**config.mk**
```make
export PLATFORM = sky130hd
export DESIGN_NAME = host_i2c_session_control
export DESIGN_NICKNAME = d
export VERILOG_FILES = /design/src/rx_word_fifo.v /design/src/host_i2c_session_control.v
export VERILOG_INCLUDE_DIRS = /design/src
export SDC_FILE = /design/constraint.sdc
export NUM_CORES = 1
export LEC_CHECK = 0
export BUFFER_PORTS_ARGS = -buffer_cell sky130_fd_sc_hd__buf_2
export CAP_MARGIN = 10
export CORE_AREA = 4 4 168 170
export DETAILED_ROUTE_END_ITERATION = 12
export DIE_AREA = 0 0 172 174
export PLACE_DENSITY = 0.78
export SLEW_MARGIN = 20
export SYNTH_ARGS = -nofsm -noshare
export SYNTH_HDL_FRONTEND = slang
export SYNTH_SLANG_ARGS = --single-unit
```
**constraint.sdc**
```tcl
create_clock -name ref_clk_i -period 5.9 [get_ports ref_clk_i]
set_clock_uncertainty 0.15 [all_clocks]
set_input_delay 0.59 -clock ref_clk_i [delete_from_list [all_inputs] [get_ports ref_clk_i]]
set_output_delay 0.59 -clock ref_clk_i [all_outputs]
set_load 0.03 [all_outputs]
```
**src/host_i2c_defines.vh**
```
// constants for the serial host interface bus session controller
`ifndef HOST_I2C_DEFINES_VH
`define HOST_I2C_DEFINES_VH
`define WORD_W 24
`define WL_8 2'b00
`define WL_16 2'b01
`define REQ_OFF 2'b00
`define REQ_RX 2'b01
`define REQ_TX 2'b10
`define ACK_BIT 4'h8
`define LAST_DATA_BIT 4'h7
`define ADDR_FIXED 5'h0A
`define CLK_DIV_FLOOR 8'h04
`endif

```
**src/rx_word_fifo.v**
```verilog
// receive word fifo with valid and ready on both sides
`timescale 1ns/1ps
module rx_word_fifo #(
  parameter WIDTH = 24,
  parameter DEPTH = 8,
  parameter AW = 3
) (
  input wire clk_i,
  input wire rst_ni,
  input wire flush_i,
  input wire in_valid_i,
  output wire in_ready_o,
  input wire [WIDTH-1:0] in_data_i,
  output wire out_valid_o,
  input wire out_ready_i,
  output wire [WIDTH-1:0] out_data_o
);
  // pointers wrap freely, so DEPTH must equal 2**AW
  localparam [AW:0] FULL_CNT = DEPTH[AW:0];
  reg [WIDTH-1:0] mem_q [0:DEPTH-1];
  reg [AW-1:0] wr_q;
  reg [AW-1:0] rd_q;
  reg [AW:0] cnt_q;
  wire push = in_valid_i & in_ready_o;
  wire pop = out_valid_o & out_ready_i;

  assign in_ready_o = (cnt_q != FULL_CNT);
  assign out_valid_o = (cnt_q != {(AW+1){1'b0}});
  assign out_data_o = mem_q[rd_q];

  always @(posedge clk_i) begin
    if (push) begin
      mem_q[wr_q] <= in_data_i;
    end
  end

  always @(posedge clk_i or negedge rst_ni) begin
    if (!rst_ni) begin
      wr_q <= {AW{1'b0}};
      rd_q <= {AW{1'b0}};
      cnt_q <= {(AW+1){1'b0}};
    end else if (flush_i) begin
      wr_q <= {AW{1'b0}};
      rd_q <= {AW{1'b0}};
      cnt_q <= {(AW+1){1'b0}};
    end else begin
      if (push) begin
        wr_q <= wr_q + 1'b1;
      end
      if (pop) begin
        rd_q <= rd_q + 1'b1;
      end
      if (push & ~pop) begin
        cnt_q <= cnt_q + 1'b1;
      end else if (pop & ~push) begin
        cnt_q <= cnt_q - 1'b1;
      end
    end
  end
endmodule // rx_word_fifo

```
**src/host_i2c_session_control.v**
```verilog
// two-wire bus session controller, slave and single master
`timescale 1ns/1ps
`include "host_i2c_defines.vh"
module host_i2c_session_control #(
  parameter FIFO_DEPTH = 8,
  parameter FIFO_AW = 3
) (
  input wire ref_clk_i,
  input wire resetn_i,
  input wire interface_enable_i,
  input wire protocol_select_i,
  input wire master_select_i,
  input wire [1:0] word_length_select_i,
  input wire [1:0] request_line_mode_i,
  input wire idle_control_bit_i,
  input wire bus_error_irq_enable_i,
  input wire [7:0] clock_control_register_i,
  input wire clear_flags_i,
  input wire tx_write_i,
  input wire [`WORD_W-1:0] tx_data_i,
  input wire rx_read_i,
  output wire [`WORD_W-1:0] rx_data_o,
  output wire receive_not_empty_flag_o,
  output wire transmit_empty_flag_o,
  output wire receive_overrun_flag_o,
  output wire transmit_underrun_flag_o,
  output wire bus_error_flag_o,
  output wire bus_error_irq_o,
  output wire idle_status_o,
  input wire scl_i,
  output wire scl_o,
  output wire scl_oe_o,
  input wire sda_i,
  output wire sda_o,
  output wire sda_oe_o,
  input wire host_request_n_i,
  output wire host_request_n_o,
  output wire host_request_oe_o,
  input wire address_pin_low_i,
  input wire address_pin_high_i
);
  localparam [1:0] S_IDLE = 2'b00;
  localparam [1:0] S_ADDR = 2'b01;
  localparam [1:0] S_RX = 2'b10;
  localparam [1:0] S_TX = 2'b11;
  localparam [3:0] M_IDLE = 4'h0;
  localparam [3:0] M_START = 4'h1;
  localparam [3:0] M_LOW = 4'h2;
  localparam [3:0] M_SETUP = 4'h3;
  localparam [3:0] M_HIGH = 4'h4;
  localparam [3:0] M_HOLD = 4'h5;
  localparam [3:0] M_WAIT = 4'h6;
  localparam [3:0] M_STOP1 = 4'h7;
  localparam [3:0] M_STOP2 = 4'h8;
  localparam [3:0] M_STOP3 = 4'h9;

  function [1:0] last_byte;
    input [1:0] wl;
    begin
      case (wl)
        `WL_8: last_byte = 2'd0;
        `WL_16: last_byte = 2'd1;
        default: last_byte = 2'd2;
      endcase
    end
  endfunction

  // received bytes collect at the bottom; words sit left-justified
  function [`WORD_W-1:0] align;
    input [`WORD_W-1:0] v;
    input [1:0] wl;
    begin
      case (wl)
        `WL_8: align = {v[7:0], 16'h0000};
        `WL_16: align = {v[15:0], 8'h00};
        default: align = v;
      endcase
    end
  endfunction

  reg [1:0] rst_sync_q;
  always @(posedge ref_clk_i or negedge resetn_i) begin
    if (!resetn_i) begin
      rst_sync_q <= 2'b00;
    end else begin
      rst_sync_q <= {rst_sync_q[0], 1'b1};
    end
  end
  wire rst_n = rst_sync_q[1];

  // pin order: addr high, addr low, request, data, clock
  wire [4:0] pins_raw = {address_pin_high_i, address_pin_low_i, host_request_n_i, sda_i, scl_i};
  reg [4:0] sync1_q;
  reg [4:0] sync2_q;
  reg [1:0] prev_q;
  always @(posedge ref_clk_i or negedge rst_n) begin
    if (!rst_n) begin
      sync1_q <= 5'h1F;
      sync2_q <= 5'h1F;
      prev_q <= 2'b11;
    end else begin
      sync1_q <= pins_raw;
      sync2_q <= sync1_q;
      prev_q <= sync2_q[1:0];
    end
  end
  wire scl_s = sync2_q[0];
  wire sda_s = sync2_q[1];
  wire req_n_s = sync2_q[2];
  wire scl_rise = scl_s & ~prev_q[0];
  wire scl_fall = ~scl_s & prev_q[0];
  wire sda_rise = sda_s & ~prev_q[1];
  wire sda_fall = ~sda_s & prev_q[1];

  wire en = interface_enable_i & protocol_select_i;
  wire master_mode = en & master_select_i;
  wire slave_mode = en & ~master_select_i;
  wire [6:0] own_addr = {`ADDR_FIXED, sync2_q[4], sync2_q[3]};

  reg [1:0] st_q;
  reg [3:0] mst_q;
  reg [1:0] kind_q;
  reg m_rw_q;
  reg ack_q;
  reg scl_q;
  reg drive_q;
  reg [3:0] bit_q;
  reg [1:0] byte_q;
  reg [`WORD_W-1:0] io_shift_q;
  reg [`WORD_W-1:0] hold_q;
  reg hold_valid_q;
  reg [`WORD_W-1:0] last_word_q;
  reg overrun_q;
  reg underrun_q;
  reg bus_err_q;
  reg rx_busy_q;
  reg req_tx_q;
  reg push_q;
  reg [`WORD_W-1:0] push_data_q;
  reg [7:0] div_q;

  wire fifo_in_ready;
  wire [1:0] wl = word_length_select_i;
  wire word_done = (byte_q == last_byte(wl));
  wire addr_match = (io_shift_q[7:1] == own_addr);
  wire [`WORD_W-1:0] rx_next = {io_shift_q[`WORD_W-2:0], sda_s};
  wire tick = (div_q == 8'h00);
  wire [7:0] div_load = (clock_control_register_i < `CLK_DIV_FLOOR) ?
                        `CLK_DIV_FLOOR : clock_control_register_i;
  wire addr_write = master_mode & tx_write_i & idle_control_bit_i & (mst_q == M_IDLE);

  // divider runs in master mode only
  always @(posedge ref_clk_i or negedge rst_n) begin
    if (!rst_n) begin
      div_q <= 8'h00;
    end else if (!master_mode) begin
      div_q <= 8'h00;
    end else if (tick) begin
      div_q <= div_load;
    end else begin
      div_q <= div_q - 8'h01;
    end
  end

  always @(posedge ref_clk_i or negedge rst_n) begin
    if (!rst_n) begin
      st_q <= S_IDLE;
      mst_q <= M_IDLE;
      kind_q <= S_IDLE;
      m_rw_q <= 1'b0;
      ack_q <= 1'b0;
      scl_q <= 1'b1;
      drive_q <= 1'b0;
      bit_q <= 4'h0;
      byte_q <= 2'd0;
      io_shift_q <= 24'h000000;
      hold_q <= 24'h000000;
      hold_valid_q <= 1'b0;
      last_word_q <= 24'h000000;
      overrun_q <= 1'b0;
      underrun_q <= 1'b0;
      bus_err_q <= 1'b0;
      rx_busy_q <= 1'b0;
      req_tx_q <= 1'b0;
      push_q <= 1'b0;
      push_data_q <= 24'h000000;
    end else if (!en) begin
      // individual reset: paths and status cleared
      st_q <= S_IDLE;
      mst_q <= M_IDLE;
      scl_q <= 1'b1;
      drive_q <= 1'b0;
      bit_q <= 4'h0;
      byte_q <= 2'd0;
      hold_valid_q <= 1'b0;
      overrun_q <= 1'b0;
      underrun_q <= 1'b0;
      bus_err_q <= 1'b0;
      rx_busy_q <= 1'b0;
      req_tx_q <= 1'b0;
      push_q <= 1'b0;
    end else begin
      push_q <= 1'b0;
      // clears come first so that a same-cycle set below wins
      if (clear_flags_i) begin
        overrun_q <= 1'b0;
        underrun_q <= 1'b0;
        bus_err_q <= 1'b0;
      end
      if (slave_mode) begin
        if (sda_fall & scl_s) begin
          st_q <= S_ADDR;
          bit_q <= 4'h0;
          drive_q <= 1'b0;
        end else if (sda_rise & scl_s) begin
          st_q <= S_IDLE;
          drive_q <= 1'b0;
          rx_busy_q <= 1'b0;
        end else if (scl_rise && st_q != S_IDLE) begin
          if (bit_q != `ACK_BIT) begin
            bit_q <= bit_q + 4'h1;
            if (st_q != S_TX) begin
              io_shift_q <= rx_next;
            end
            if (bit_q == 4'h0 && byte_q == 2'd0) begin
              if (st_q == S_RX) begin
                rx_busy_q <= 1'b1;
              end
              if (st_q == S_TX) begin
                req_tx_q <= 1'b0;
              end
            end
          end else begin
            bit_q <= 4'h0;
            case (st_q)
              S_ADDR: begin
                byte_q <= 2'd0;
                if (!addr_match) begin
                  st_q <= S_IDLE;
                end else if (io_shift_q[0]) begin
                  st_q <= S_TX;
                  if (hold_valid_q) begin
                    io_shift_q <= hold_q;
                    last_word_q <= hold_q;
                    hold_valid_q <= 1'b0;
                    req_tx_q <= 1'b1;
                  end else begin
                    io_shift_q <= last_word_q;
                    underrun_q <= 1'b1;
                  end
                end else begin
                  st_q <= S_RX;
                end
              end
              S_TX: begin
                if (sda_s) begin
                  st_q <= S_IDLE;
                end else if (word_done) begin
                  byte_q <= 2'd0;
                  if (hold_valid_q) begin
                    io_shift_q <= hold_q;
                    last_word_q <= hold_q;
                    hold_valid_q <= 1'b0;
                    req_tx_q <= 1'b1;
                  end else begin
                    io_shift_q <= last_word_q;
                    underrun_q <= 1'b1;
                  end
                end else begin
                  byte_q <= byte_q + 2'd1;
                end
              end
              default: begin
                st_q <= st_q;
              end
            endcase
          end
        end else if (scl_fall) begin
          if (bit_q == `ACK_BIT) begin
            case (st_q)
              S_ADDR: drive_q <= addr_match;
              S_RX: begin
                // no room for a finished word: refuse it and drop it
                drive_q <= ~(word_done & ~fifo_in_ready);
                byte_q <= word_done ? 2'd0 : byte_q + 2'd1;
                if (word_done) begin
                  rx_busy_q <= 1'b0;
                  if (fifo_in_ready) begin
                    push_q <= 1'b1;
                    push_data_q <= align(io_shift_q, wl);
                  end else begin
                    overrun_q <= 1'b1;
                  end
                end
              end
              default: drive_q <= 1'b0;
            endcase
          end else if (st_q == S_TX) begin
            drive_q <= ~io_shift_q[`WORD_W-1];
            io_shift_q <= {io_shift_q[`WORD_W-2:0], 1'b0};
          end else begin
            drive_q <= 1'b0;
          end
        end
      end else begin
        st_q <= S_IDLE;
        case (mst_q)
          M_IDLE: begin
            scl_q <= 1'b1;
            drive_q <= 1'b0;
            if (addr_write) begin
              io_shift_q <= {tx_data_i[23:16], 16'h0000};
              m_rw_q <= tx_data_i[16];
              kind_q <= S_ADDR;
              bit_q <= 4'h0;
              byte_q <= 2'd0;
              drive_q <= 1'b1;
              mst_q <= M_START;
            end
          end
          M_START: begin
            if (tick) begin
              scl_q <= 1'b0;
              mst_q <= M_LOW;
            end
          end
          M_LOW: begin
            if (tick) begin
              // the slave pulls its request away at the word's first clock
              if (bit_q == 4'h0 && byte_q == 2'd0 && kind_q != S_ADDR &&
                  request_line_mode_i != `REQ_OFF && req_n_s) begin
                mst_q <= M_LOW;
              end else begin
                mst_q <= M_SETUP;
                if (bit_q == `ACK_BIT) begin
                  drive_q <= (kind_q == S_RX) & ack_q;
                end else if (kind_q == S_RX) begin
                  drive_q <= 1'b0;
                end else begin
                  drive_q <= ~io_shift_q[`WORD_W-1];
                  io_shift_q <= {io_shift_q[`WORD_W-2:0], 1'b0};
                end
              end
            end
          end
          M_SETUP: begin
            if (tick) begin
              scl_q <= 1'b1;
              mst_q <= M_HIGH;
            end
          end
          M_HIGH: begin
            if (tick) begin
              scl_q <= 1'b0;
              mst_q <= M_LOW;
              if (bit_q != `ACK_BIT) begin
                bit_q <= bit_q + 4'h1;
                if (kind_q == S_RX) begin
                  io_shift_q <= rx_next;
                  if (bit_q == `LAST_DATA_BIT) begin
                    if (word_done & ~fifo_in_ready) begin
                      mst_q <= M_HOLD;
                    end else begin
                      ack_q <= ~(idle_control_bit_i & word_done);
                      if (word_done) begin
                        push_q <= 1'b1;
                        push_data_q <= align(rx_next, wl);
                      end
                    end
                  end
                end
              end else begin
                bit_q <= 4'h0;
                case (kind_q)
                  S_ADDR: begin
                    if (sda_s) begin
                      bus_err_q <= 1'b1;
                      mst_q <= M_STOP1;
                    end else if (m_rw_q) begin
                      kind_q <= S_RX;
                    end else begin
                      kind_q <= S_TX;
                      mst_q <= M_WAIT;
                    end
                  end
                  S_TX: begin
                    if (sda_s) begin
                      bus_err_q <= 1'b1;
                      mst_q <= M_STOP1;
                    end else if (word_done) begin
                      byte_q <= 2'd0;
                      mst_q <= M_WAIT;
                    end else begin
                      byte_q <= byte_q + 2'd1;
                    end
                  end
                  default: begin
                    byte_q <= word_done ? 2'd0 : byte_q + 2'd1;
                    if (!ack_q) begin
                      mst_q <= M_STOP1;
                    end
                  end
                endcase
              end
            end
          end
          M_HOLD: begin
            if (fifo_in_ready) begin
              ack_q <= 1'b1;
              push_q <= 1'b1;
              push_data_q <= align(io_shift_q, wl);
              mst_q <= M_LOW;
            end else if (idle_control_bit_i) begin
              ack_q <= 1'b0;
              mst_q <= M_LOW;
            end
          end
          M_WAIT: begin
            // clock held low until a word to send or idle arrives
            if (hold_valid_q) begin
              io_shift_q <= hold_q;
              hold_valid_q <= 1'b0;
              mst_q <= M_LOW;
            end else if (idle_control_bit_i) begin
              mst_q <= M_STOP1;
            end
          end
          M_STOP1: begin
            if (tick) begin
              drive_q <= 1'b1;
              mst_q <= M_STOP2;
            end
          end
          M_STOP2: begin
            if (tick) begin
              scl_q <= 1'b1;
              mst_q <= M_STOP3;
            end
          end
          M_STOP3: begin
            if (tick) begin
              drive_q <= 1'b0;
              mst_q <= M_IDLE;
            end
          end
          default: mst_q <= M_IDLE;
        endcase
      end
      // a new word outranks a same-cycle load of the old one
      if (tx_write_i && !addr_write) begin
        hold_q <= tx_data_i;
        hold_valid_q <= 1'b1;
      end
    end
  end

  rx_word_fifo #(
    .WIDTH(`WORD_W),
    .DEPTH(FIFO_DEPTH),
    .AW(FIFO_AW)
  ) u_rx_fifo (
    .clk_i(ref_clk_i),
    .rst_ni(rst_n),
    .flush_i(~en),
    .in_valid_i(push_q),
    .in_ready_o(fifo_in_ready),
    .in_data_i(push_data_q),
    .out_valid_o(receive_not_empty_flag_o),
    .out_ready_i(rx_read_i),
    .out_data_o(rx_data_o)
  );

  wire req_rx_ok = ~rx_busy_q & fifo_in_ready;
  reg req_active;
  always @* begin
    case (request_line_mode_i)
      `REQ_RX: req_active = req_rx_ok;
      `REQ_TX: req_active = req_tx_q;
      `REQ_OFF: req_active = 1'b0;
      default: req_active = req_rx_ok & req_tx_q;
    endcase
  end

  assign host_request_n_o = ~req_active;
  assign host_request_oe_o = slave_mode;
  assign scl_o = scl_q;
  assign scl_oe_o = master_mode;
  assign sda_o = 1'b0;
  assign sda_oe_o = drive_q;
  assign transmit_empty_flag_o = ~hold_valid_q;
  assign receive_overrun_flag_o = overrun_q;
  assign transmit_underrun_flag_o = underrun_q;
  assign bus_error_flag_o = bus_err_q;
  assign bus_error_irq_o = bus_err_q & bus_error_irq_enable_i;
  assign idle_status_o = master_mode ? (mst_q == M_IDLE) : (st_q == S_IDLE);
endmodule // host_i2c_session_control

```
==> reports/results.tsv, run 1 <==
metric	value	unit
First-pass DRT Iterations	8	
Syn Inst Count	1176	
Hold Crit Start	address_pin_low_i	
CP Launch Point	u_rx_fifo.rd_q[0]	
reg2reg path depth	8	
mapped cell area	0.01603	mm²
Avg Cell Area, Syn	13.63	µm²
GR Overflow Total	0	
# nets final	1306	
slew at the pin with the worst max-slew slack	1.013	ns
net count after synthesis	1241	
Hold Crit Depth	1	
status	completed	
element type at the critical path end	primary output	
number of global-route vias before repair	10490	
Worst path top cell family by delay	multiplexers	
Bufs and invs on worst path	2	
Lkg Pwr	7.433	nW
final-layout fill cell count	1940	
max-cap violations	0	
Worst VDD drop	0.2909	mV
design area	0.01794	mm²
Post-synth EDFFs	192	
HPWL Detailed	23.67	mm
Combinational Power Share	5.2	%
yosys warns	0	
Critical Path End	rx_data_o[17]	
RR Startpoint	div_q[0]	
Clock Path Buffers	3	
die height	174	µm
TritonCTS clock tree	built	
Net Sw Frac	22.91	%
Startpoint Class	flip-flop	
period utilisation layout	64.04	%
first-pass GRT wire length	58.73	mm
Critical Path RT	5.16	ns
Crit Path Class	flip-flop to primary output	
vias per cell	6.531	
Root Driver	clkbuf_16	
die area	0.02993	mm²
Initial DRC Count	1196	
Initial Utilization	59.99	%
largest net degree at the start of global routing	61	
Sw Pwr	1.173	mW
P&R area growth vs syn	11.88	%
total power	5.122	mW
clock share of power	42.6	%
Flop pwr share	52.3	%
Seq/Total Area, Yosys	59.94	%
share of cells above drive strength 1	22.14	%
PostCTS Resize Cnt	0	
Setup Buffers After CTS	0	
initial antenna violation count	1	
min-delay worst type	primary input to flip-flop	
clock sinks	345	
via count	10520	
asr flop ratio synth	44.35	%
r2r setup slk	2.25	ns
fin crit period	3.778	ns
unrepaired setup endpoints after global routing	no	
core area	0.02673	mm²
GP Congestion	0.9425	
DR DRC count	0	
Final Hold Vio Count	0	
Sum Neg Setup Slack	0	ns
Internal	3.948	mW
max incr delay on CP	0.80	ns
number of hold buffers added after cts	1	
slowest CP cell	dfrtp_2	
reg-to-reg endpoint	io_shift_q[19]	
Wirelength per Cell	22.76	µm
Yosys cell types	80	
Max Slew Vio Count	0	
CTS clk-pin slew, worst paths	0.06	ns
port bufs	86	
worst-path cell chain	buf_4, mux4_2, mux2_2, buf_2	
Ports	88	
worst rel slew slack	32.08	%
WP data arrival	3.04	ns
row cnt	60	
overall die width	172	µm
Area after DPL	0.01677	mm²
#FFs+latches synth	345	
Global Route Usage Sum	24.75	%
achievable frequency	264.7	MHz
ys flop type	edfxtp_1	
CTS H-tree depth	2	
final WL	36.66	mm
worst-path maximum fanout	31	
# setup viols final	0	
number of CTS-inserted buffers	36	
ANT nets after route	0	
later-pin clock latency in the skew report	0.53	ns
Power Density	285.5	mW/mm²
Crit. path cell count	4	
placed cells by master, fill, tap and decap left out, types with 16 or more instances in the layout:
cell type,count
inv_1,23
nand3_1,16
a21oi_1,62
nor3_1,26
nand2_1,61
mux2_2,37
o21ai_0,24
buf_2,86
edfxtp_1,192
mux2i_1,39
clkbuf_16,36
buf_4,19
a31oi_1,18
mux4_2,48
a22o_1,17
a22oi_1,20
nor2_1,59
mux2_1,62
dfrtp_1,137
Yosys cell counts, types with 12 or more instances:
| cell | number | area share, % |
|---|---|---|
| a22oi_1 | 20 | 0.94 |
| mux2_2 | 37 | 2.6 |
| nor3_1 | 31 | 0.97 |
| o22ai_1 | 13 | 0.51 |
| dfstp_2 | 13 | 2.1 |
| o21ai_0 | 24 | 0.75 |
| dfrtp_1 | 140 | 22 |
| a31oi_1 | 18 | 0.70 |
| nand3_1 | 16 | 0.50 |
| a21oi_1 | 62 | 1.9 |
| mux2i_1 | 39 | 2.4 |
| a22o_1 | 17 | 0.93 |
| mux2_1 | 62 | 4.4 |
| edfxtp_1 | 192 | 36 |
| clkbuf_1 | 56 | 1.3 |
| a211oi_1 | 13 | 0.61 |
| nand2_1 | 61 | 1.4 |
| nor2b_1 | 12 | 0.47 |
| inv_1 | 23 | 0.54 |
| nor2_1 | 62 | 1.5 |
| ha_1 | 13 | 1.0 |
| a221oi_1 | 13 | 0.71 |
| mux4_2 | 48 | 6.7 |
through the flow:
stage | utilization [%] | std cells | setup WS [ns] | hold WS [ns]
6_report | 67.12 | 1611 | 2.122 | 0.01982
4_1_cts | 67.06 | 1610 | 2.026 | 0.003842
3_3_place_gp | 62.75 | 1543 | 1.970 | 0.1767
3_5_place_dp | 62.75 | 1543 | 1.821 | 0.1773
2_1_floorplan | - | 1176 | 1.194 | 0.1444
5_1_grt | 67.12 | 1611 | 1.862 | 0.005352
worst min-delay path by stage:
stage	end	slack [ns]
floorplan	rst_sync_q[0]	0.14
global placement	hold_q[6]	0.18
detailed placement	hold_q[4]	0.18
CTS	sync1_q[0]	0.004
global route	sync1_q[0]	0.005
finish	sync1_q[3]	0.02
final cells by class:
class | instances | area, µm² | share of cell area [%]
antenna | 1 | 2.502 | 0.01395
clock buffer | 43 | 947.2 | 5.280
clock inverter | 23 | 193.9 | 1.081
inverter | 26 | 97.59 | 0.5441
multi-input combinational | 726 | 6070 | 33.84
sequential | 345 | 9617 | 53.61
tap | 341 | 426.7 | 2.379
timing repair buffer | 106 | 583.1 | 3.251
per-layer routing:
metal  GRT usage (%)  part of all wire [%]  up-vias
met5               0                     0        -
met4           6.911                   2.3        0
met3           3.639                   6.9       67
met2           39.84                    49      487
met1           35.61                    42     5269
li1                -                     -     4699
power groups by stage:
stage / clock network (mW) / registers [mW] / logic, mW
after floorplan: 0 / 2.69 / 0.191
after global placement: 0 / 2.72 / 0.254
after detailed placement: 0 / 2.72 / 0.261
after CTS: 2.22 / 2.67 / 0.263
after global routing: 2.32 / 2.68 / 0.292
final: 2.18 / 2.68 / 0.264
state kept, by name, indices dropped and copies added (netlist names), 3 cells and up:
register / flops
div_q: 8
push_data_q: 24
last_word_q: 24
hold_q: 24
u_rx_fifo.rd_q: 3
u_rx_fifo.mem_q: 192
mst_q: 4
u_rx_fifo.cnt_q: 4
sync2_q: 5
sync1_q: 5
io_shift_q: 24
u_rx_fifo.wr_q: 3
bit_q: 4
kinds of logic after synthesis:
logic type                 count (synthesis)  synth area share, %
muxes                                    186                16.13
AOI/OAI and AO/OA                        256                11.08
and+or+nand+nor                          252                8.116
other                                      2              0.04684
xor gates and xnor gates                  15               0.8194
buffers and inverters                    105                2.661
adders and majority gates                 15                1.202
DFF                                      345                59.94
No activity file was read; power rests on OpenSTA's default activity.
==> run 2, diff against run 1 <==
clock period = 3.8 ns   (was 5.9 ns; I/O delays follow)
==> reports/results.tsv, run 2 (synthesis results as in run 1) <==
metric	value	unit
via count	10550	
DR DRC count	0	
# setup viols final	0	
later-pin clock latency in the skew report	0.52	ns
worst rel slew slack	36.10	%
number of hold buffers added after cts	35	
GR peak layer	met2	
M1 GR Usage	35.79	%
Critical Path RT	4.06	ns
HPWL Detailed	23.55	mm
CP Launch Point	bit_q[0]	
clock sinks	345	
number of flip-flops under the largest register name	192	
Startpoint Class	flip-flop	
share of cells above drive strength 1	22.64	%
fin crit period	3.305	ns
Setup Buffers After CTS	0	
RR Startpoint	bit_q[0]	
final-layout fill cell count	1860	
row cnt	60	
Worst VDD drop	0.5294	mV
Initial DRC Count	1067	
die area	0.02993	mm²
commonest non-fill, non-tap cell in the layout	edfxtp_1	
dpl cells	1556	
GR Overflow Total	0	
number of global-route vias before repair	10480	
Root Driver	clkbuf_16	
Max Slew Vio Count	0	
unrepaired setup endpoints after global routing	no	
GP Congestion	0.9603	
largest net degree at the start of global routing	61	
CTS H-tree depth	2	
reg2reg path depth	8	
r2r setup slk	0.49	ns
Wirelength per Cell	22.24	µm
initial antenna violation count	1	
port bufs	86	
worst-path maximum fanout	23	
WP data arrival	3.56	ns
overall die width	172	µm
ANT nets after route	0	
status	completed	
Sum Neg Setup Slack	0	ns
element type at the critical path end	flip-flop	
achievable frequency	302.5	MHz
period utilisation layout	86.98	%
die height	174	µm
M3 GR Usage	3.639	%
PostCTS Resize Cnt	0	
Ports	88	
Final Hold Vio Count	0	
slew at the pin with the worst max-slew slack	0.9533	ns
Crit Path Class	flip-flop to flip-flop	
Non-Filler Instances	1658	
most frequent cells in the layout	edfxtp_1, dfrtp_1, buf_2, a21oi_1, mux2_1	
core area	0.02673	mm²
max-cap violations	0	
First-pass DRT Iterations	6	
largest reg by FF count	u_rx_fifo.mem_q	
# nets final	1353	
Lkg Pwr	7.689	nW
Global Route Usage Sum	24.81	%
met2 Use GR	39.53	%
P&R area growth vs syn	15.33	%
number of CTS-inserted buffers	36	
Initial Utilization	59.99	%
Clock Path Buffers	3	
min-delay worst type	primary input to async pin	
vias per cell	6.362	
final WL	36.87	mm
Power Density	442.0	mW/mm²
first-pass GRT wire length	58.97	mm
reg-to-reg endpoint	io_shift_q[23]	
CTS clk-pin slew, worst paths	0.07	ns
TritonCTS clock tree	built	
-- run 2: cell count changes in the layout (fill, tap and decap cells not counted), sizes merged --
| cell | delta |
|---|---|
| dlygate4sd3 | +34 |
| clkinvlp | -1 |
| bufinv | +1 |
| clkinv | -13 |
| buf | +13 |
| clkbuf | +13 |
-- run 2: where the power goes --
part	switching (mW)	internal [mW]	total [mW]
registers	0.134	4.02	4.15
logic	0.248	0.205	0.454
clock network	1.43	2.14	3.57
-- run 2: final cells by class --
cell class | count | area (µm²) | area share (%)
Inverter | 26 | 97.59 | 0.5278
Clock inverter | 10 | 157.7 | 0.8526
Tap cell | 341 | 426.7 | 2.307
Timing Repair Buffer | 153 | 1059 | 5.724
Clock buffer | 56 | 1057 | 5.718
Sequential cell | 345 | 9617 | 52.01
Antenna cell | 1 | 2.502 | 0.01353
Multi-Input combinational cell | 726 | 6075 | 32.85
-- run 2: how the worst max path moves through the flow --
stage	end	slack (ns)	depth (start not counted)
finish	io_shift_q[23]	0.49	8
global route	io_shift_q[20]	0.30	8
CTS	io_shift_q[23]	0.61	8
detailed placement	io_shift_q[21]	0.62	8
global placement	io_shift_q[3]	0.62	8
floorplan	u_rx_fifo.mem_q[1][0]	0.26	6
-- run 2: per-layer routing --
| layer | vias to the layer above | routed length, µm |
|---|---|---|
| met5 | - | 0 |
| met4 | 0 | 1099 |
| met3 | 74 | 2125 |
| met2 | 411 | 17840 |
| met1 | 5285 | 15800 |
| li1 | 4778 | - |
-- run 2: metrics by stage --
stage                     utilization [%]  hold slack [ns]  setup WS, ns  power [mW]  instance area (µm²)
after floorplan                         -         -0.06559        0.2611       4.476                16040
after global placement              63.29          0.01583        0.6206       4.629                16910
after detailed placement            63.29          0.01738        0.6236       4.642                16910
after CTS                           69.14          0.01110        0.6075       8.223                18480
after global routing                69.19          0.04335        0.3014       8.463                18490
final                               69.19          0.02884        0.4948       8.174                18490
-- run 2: worst max-delay path: stages (launching register included) --
cell and delay, ns:
dfrtp_1 0.43, inv_1 0.08, ha_1 0.21, nor4bb_1 0.70, nor4bb_1 0.57, o41ai_1 0.15
a2bb2oi_2 0.27, a31oi_4 0.19, mux2_1 0.44
==> run 3, diff against run 2 <==
SYNTH_HIERARCHICAL = 1   (was unset)
==> reports/results.tsv, run 3 <==
metric	value	unit
worst rel slew slack	26.93	%
top cell type's share of synthesized area	35.98	%
Synth top cells by count	edfxtp_1, dfrtp_1, mux2_2, nand2_1, nor2_1	
net count after synthesis	1243	
Worst path top cell family by delay	simple AND/OR/NAND/NOR gates	
row cnt	60	
Post-synth EDFFs	192	
Lkg Pwr	6.531	nW
worst-path cell chain	inv_1, ha_1, nor3b_1, buf_4, and2_1, a31oi_1, o41ai_1, and3_1, buf_4, mux2_2	
Bufs and invs on worst path	3	
Wirelength per Cell	22.55	µm
number of hold buffers added after cts	35	
port bufs	86	
dpl cells	1568	
# setup viols final	0	
initial antenna violation count	2	
Max Slew Vio Count	0	
Setup Buffers After CTS	0	
Initial DRC Count	1046	
mux contribution to synthesized area	15.50	%
vias per cell	6.391	
First-pass DRT Iterations	5	
xor and xnor area share after synthesis	0.8198	%
CTS clk-pin slew, worst paths	0.06	ns
die area	0.02993	mm²
Internal	6.576	mW
most frequent cell after synthesis	edfxtp_1	
Synth area leader	edfxtp_1	
HPWL Detailed	23.81	mm
# nets final	1365	
slew at the pin with the worst max-slew slack	1.090	ns
main combinational cell family by area after synthesis	multiplexers	
Global Route Usage Sum	25.43	%
min-delay worst type	primary input to flip-flop	
later-pin clock latency in the skew report	0.53	ns
clock share of power	43.4	%
unrepaired setup endpoints after global routing	no	
commonest non-fill, non-tap cell in the layout	edfxtp_1	
GP Congestion	0.9906	
via count	10670	
element type at the critical path end	flip-flop	
asr flop ratio synth	44.35	%
Sum Neg Setup Slack	0	ns
CP dominant cell by count	buf_4	
first-pass GRT wire length	60.58	mm
Flop pwr share	49.7	%
top cells by area, synth	edfxtp_1, dfrtp_1, mux2_2, mux4_2, dfstp_2	
final-layout fill cell count	1845	
total power	8.515	mW
final WL	37.63	mm
Seq/Total Area, Yosys	59.97	%
WP data arrival	3.40	ns
CTS H-tree depth	2	
Ports	88	
max-cap violations	0	
reg2reg path depth	10	
largest net degree at the start of global routing	72	
Hold Crit Depth	3	
Worst VDD drop	0.4162	mV
Avg Cell Area, Syn	13.60	µm²
Root Driver	clkbuf_16	
die height	174	µm
Crit. path cell count	10	
PostCTS Resize Cnt	0	
TritonCTS clock tree	built	
Antenna Cells	0	
largest reg by FF count	u_rx_fifo/mem_q	
GR Overflow Total	0	
max incr delay on CP	0.53	ns
hold slack final	0.01805	ns
number of flip-flops under the largest register name	192	
Final Hold Vio Count	0	
Critical Path RT	4.05	ns
mapped cell area	0.01603	mm²
Combinational Power Share	6.9	%
overall die width	172	µm
P&R area growth vs syn	15.54	%
Synth Area in Simple Gates	8.276	%
#FFs+latches synth	345	
Net Sw Frac	22.77	%
Clock Path Buffers	3	
Multi-input gate area	0.005966	mm²
achievable frequency	317.6	MHz
Startpoint Class	flip-flop	
DR DRC count	0	
slowest CP cell	o41ai_1	
share of cells above drive strength 1	27.86	%
most frequent cells in the layout	edfxtp_1, dfrtp_1, mux2_2, buf_2, nand2_1	
number of global-route vias before repair	10660	
Sequential cell area	0.009617	mm²
Power Density	459.9	mW/mm²
Non-Filler Instances	1669	
Syn Inst Count	1178	
number of CTS-inserted buffers	36	
Crit Path Class	flip-flop to flip-flop	
ANT nets after route	0	
ys flop type	edfxtp_1	
Sw Pwr	1.939	mW
period utilisation layout	82.85	%
worst-path maximum fanout	23	
Initial Utilization	59.96	%
Yosys cell types	81	
yosys warns	6	
Synth Area in Compound Gates	11.05	%
Post-Synth Adder-Cell Area	1.140	%
final core utilization	69.28	%
status	completed	
clock sinks	345	
core area	0.02673	mm²
fin crit period	3.148	ns
[run 3: through the flow]
| step | instance area, µm² | setup slack [ns] |
|---|---|---|
| 2_1_floorplan | 16030 | 0.5198 |
| 3_3_place_gp | 16920 | 0.7310 |
| 3_5_place_dp | 16920 | 0.6358 |
| 4_1_cts | 18520 | 0.5912 |
| 5_1_grt | 18520 | 0.4703 |
| 6_report | 18520 | 0.6519 |
[run 3: worst paths after layout]
kind,start,slack [ns],to
max reg2reg,div_q[0],0.65,io_shift_q[14]
min reg2reg,sync1_q[1],0.20,sync2_q[1]
max,div_q[0],0.65,io_shift_q[14]
min,clock_control_register_i[5],0.02,div_q[5]
max in group asynchronous,rst_sync_q[1],2.22,scl_o
min in group asynchronous,rst_sync_q[1],0.31,hold_q[12]
[run 3: per-layer routing]
metal	vias to the layer above	track usage, %	part of all wire (%)
met1	5325	37.20	43
met2	439	40.62	49
met4	4	6.256	2.2
li1	4824	-	-
met3	75	3.844	5.9
met5	-	0	0.058
[run 3: area by class of cell]
type                    instances  area share (%)
clock buffers                  46           5.237
clock inverters                20           1.514
inverters                      37          0.7500
multi-input cells             719           32.22
flip-flops and latches        345           51.94
well taps                     341           2.304
repair buffers                161           6.041
[run 3: logic make-up after synthesis]
kind of cell	count (synthesis)
and+or+nand+nor	263
adders and majority gates	14
AOI/OAI and AO/OA	250
DFF	345
buffers and inverters	114
muxes	175
other	2
xor gates and xnor gates	15
[run 3: worst reg2reg max path, cell delays in order (launching register included)]
cell and delay, ns:
dfrtp_1 0.40, inv_1 0.13, ha_1 0.20, nor3b_1 0.23, buf_4 0.17, and2_1 0.20, a31oi_1 0.10, o41ai_1 0.53
and3_1 0.23, buf_4 0.29, mux2_2 0.40
[run 3: power by group through the flow]
stage | logic, mW | clock network [mW] | registers, mW
detailed placement | 0.550 | 0 | 4.30
global placement | 0.545 | 0 | 4.30
global route | 0.647 | 3.94 | 4.25
CTS | 0.583 | 3.76 | 4.23
floorplan | 0.400 | 0 | 4.24
finish | 0.590 | 3.69 | 4.23
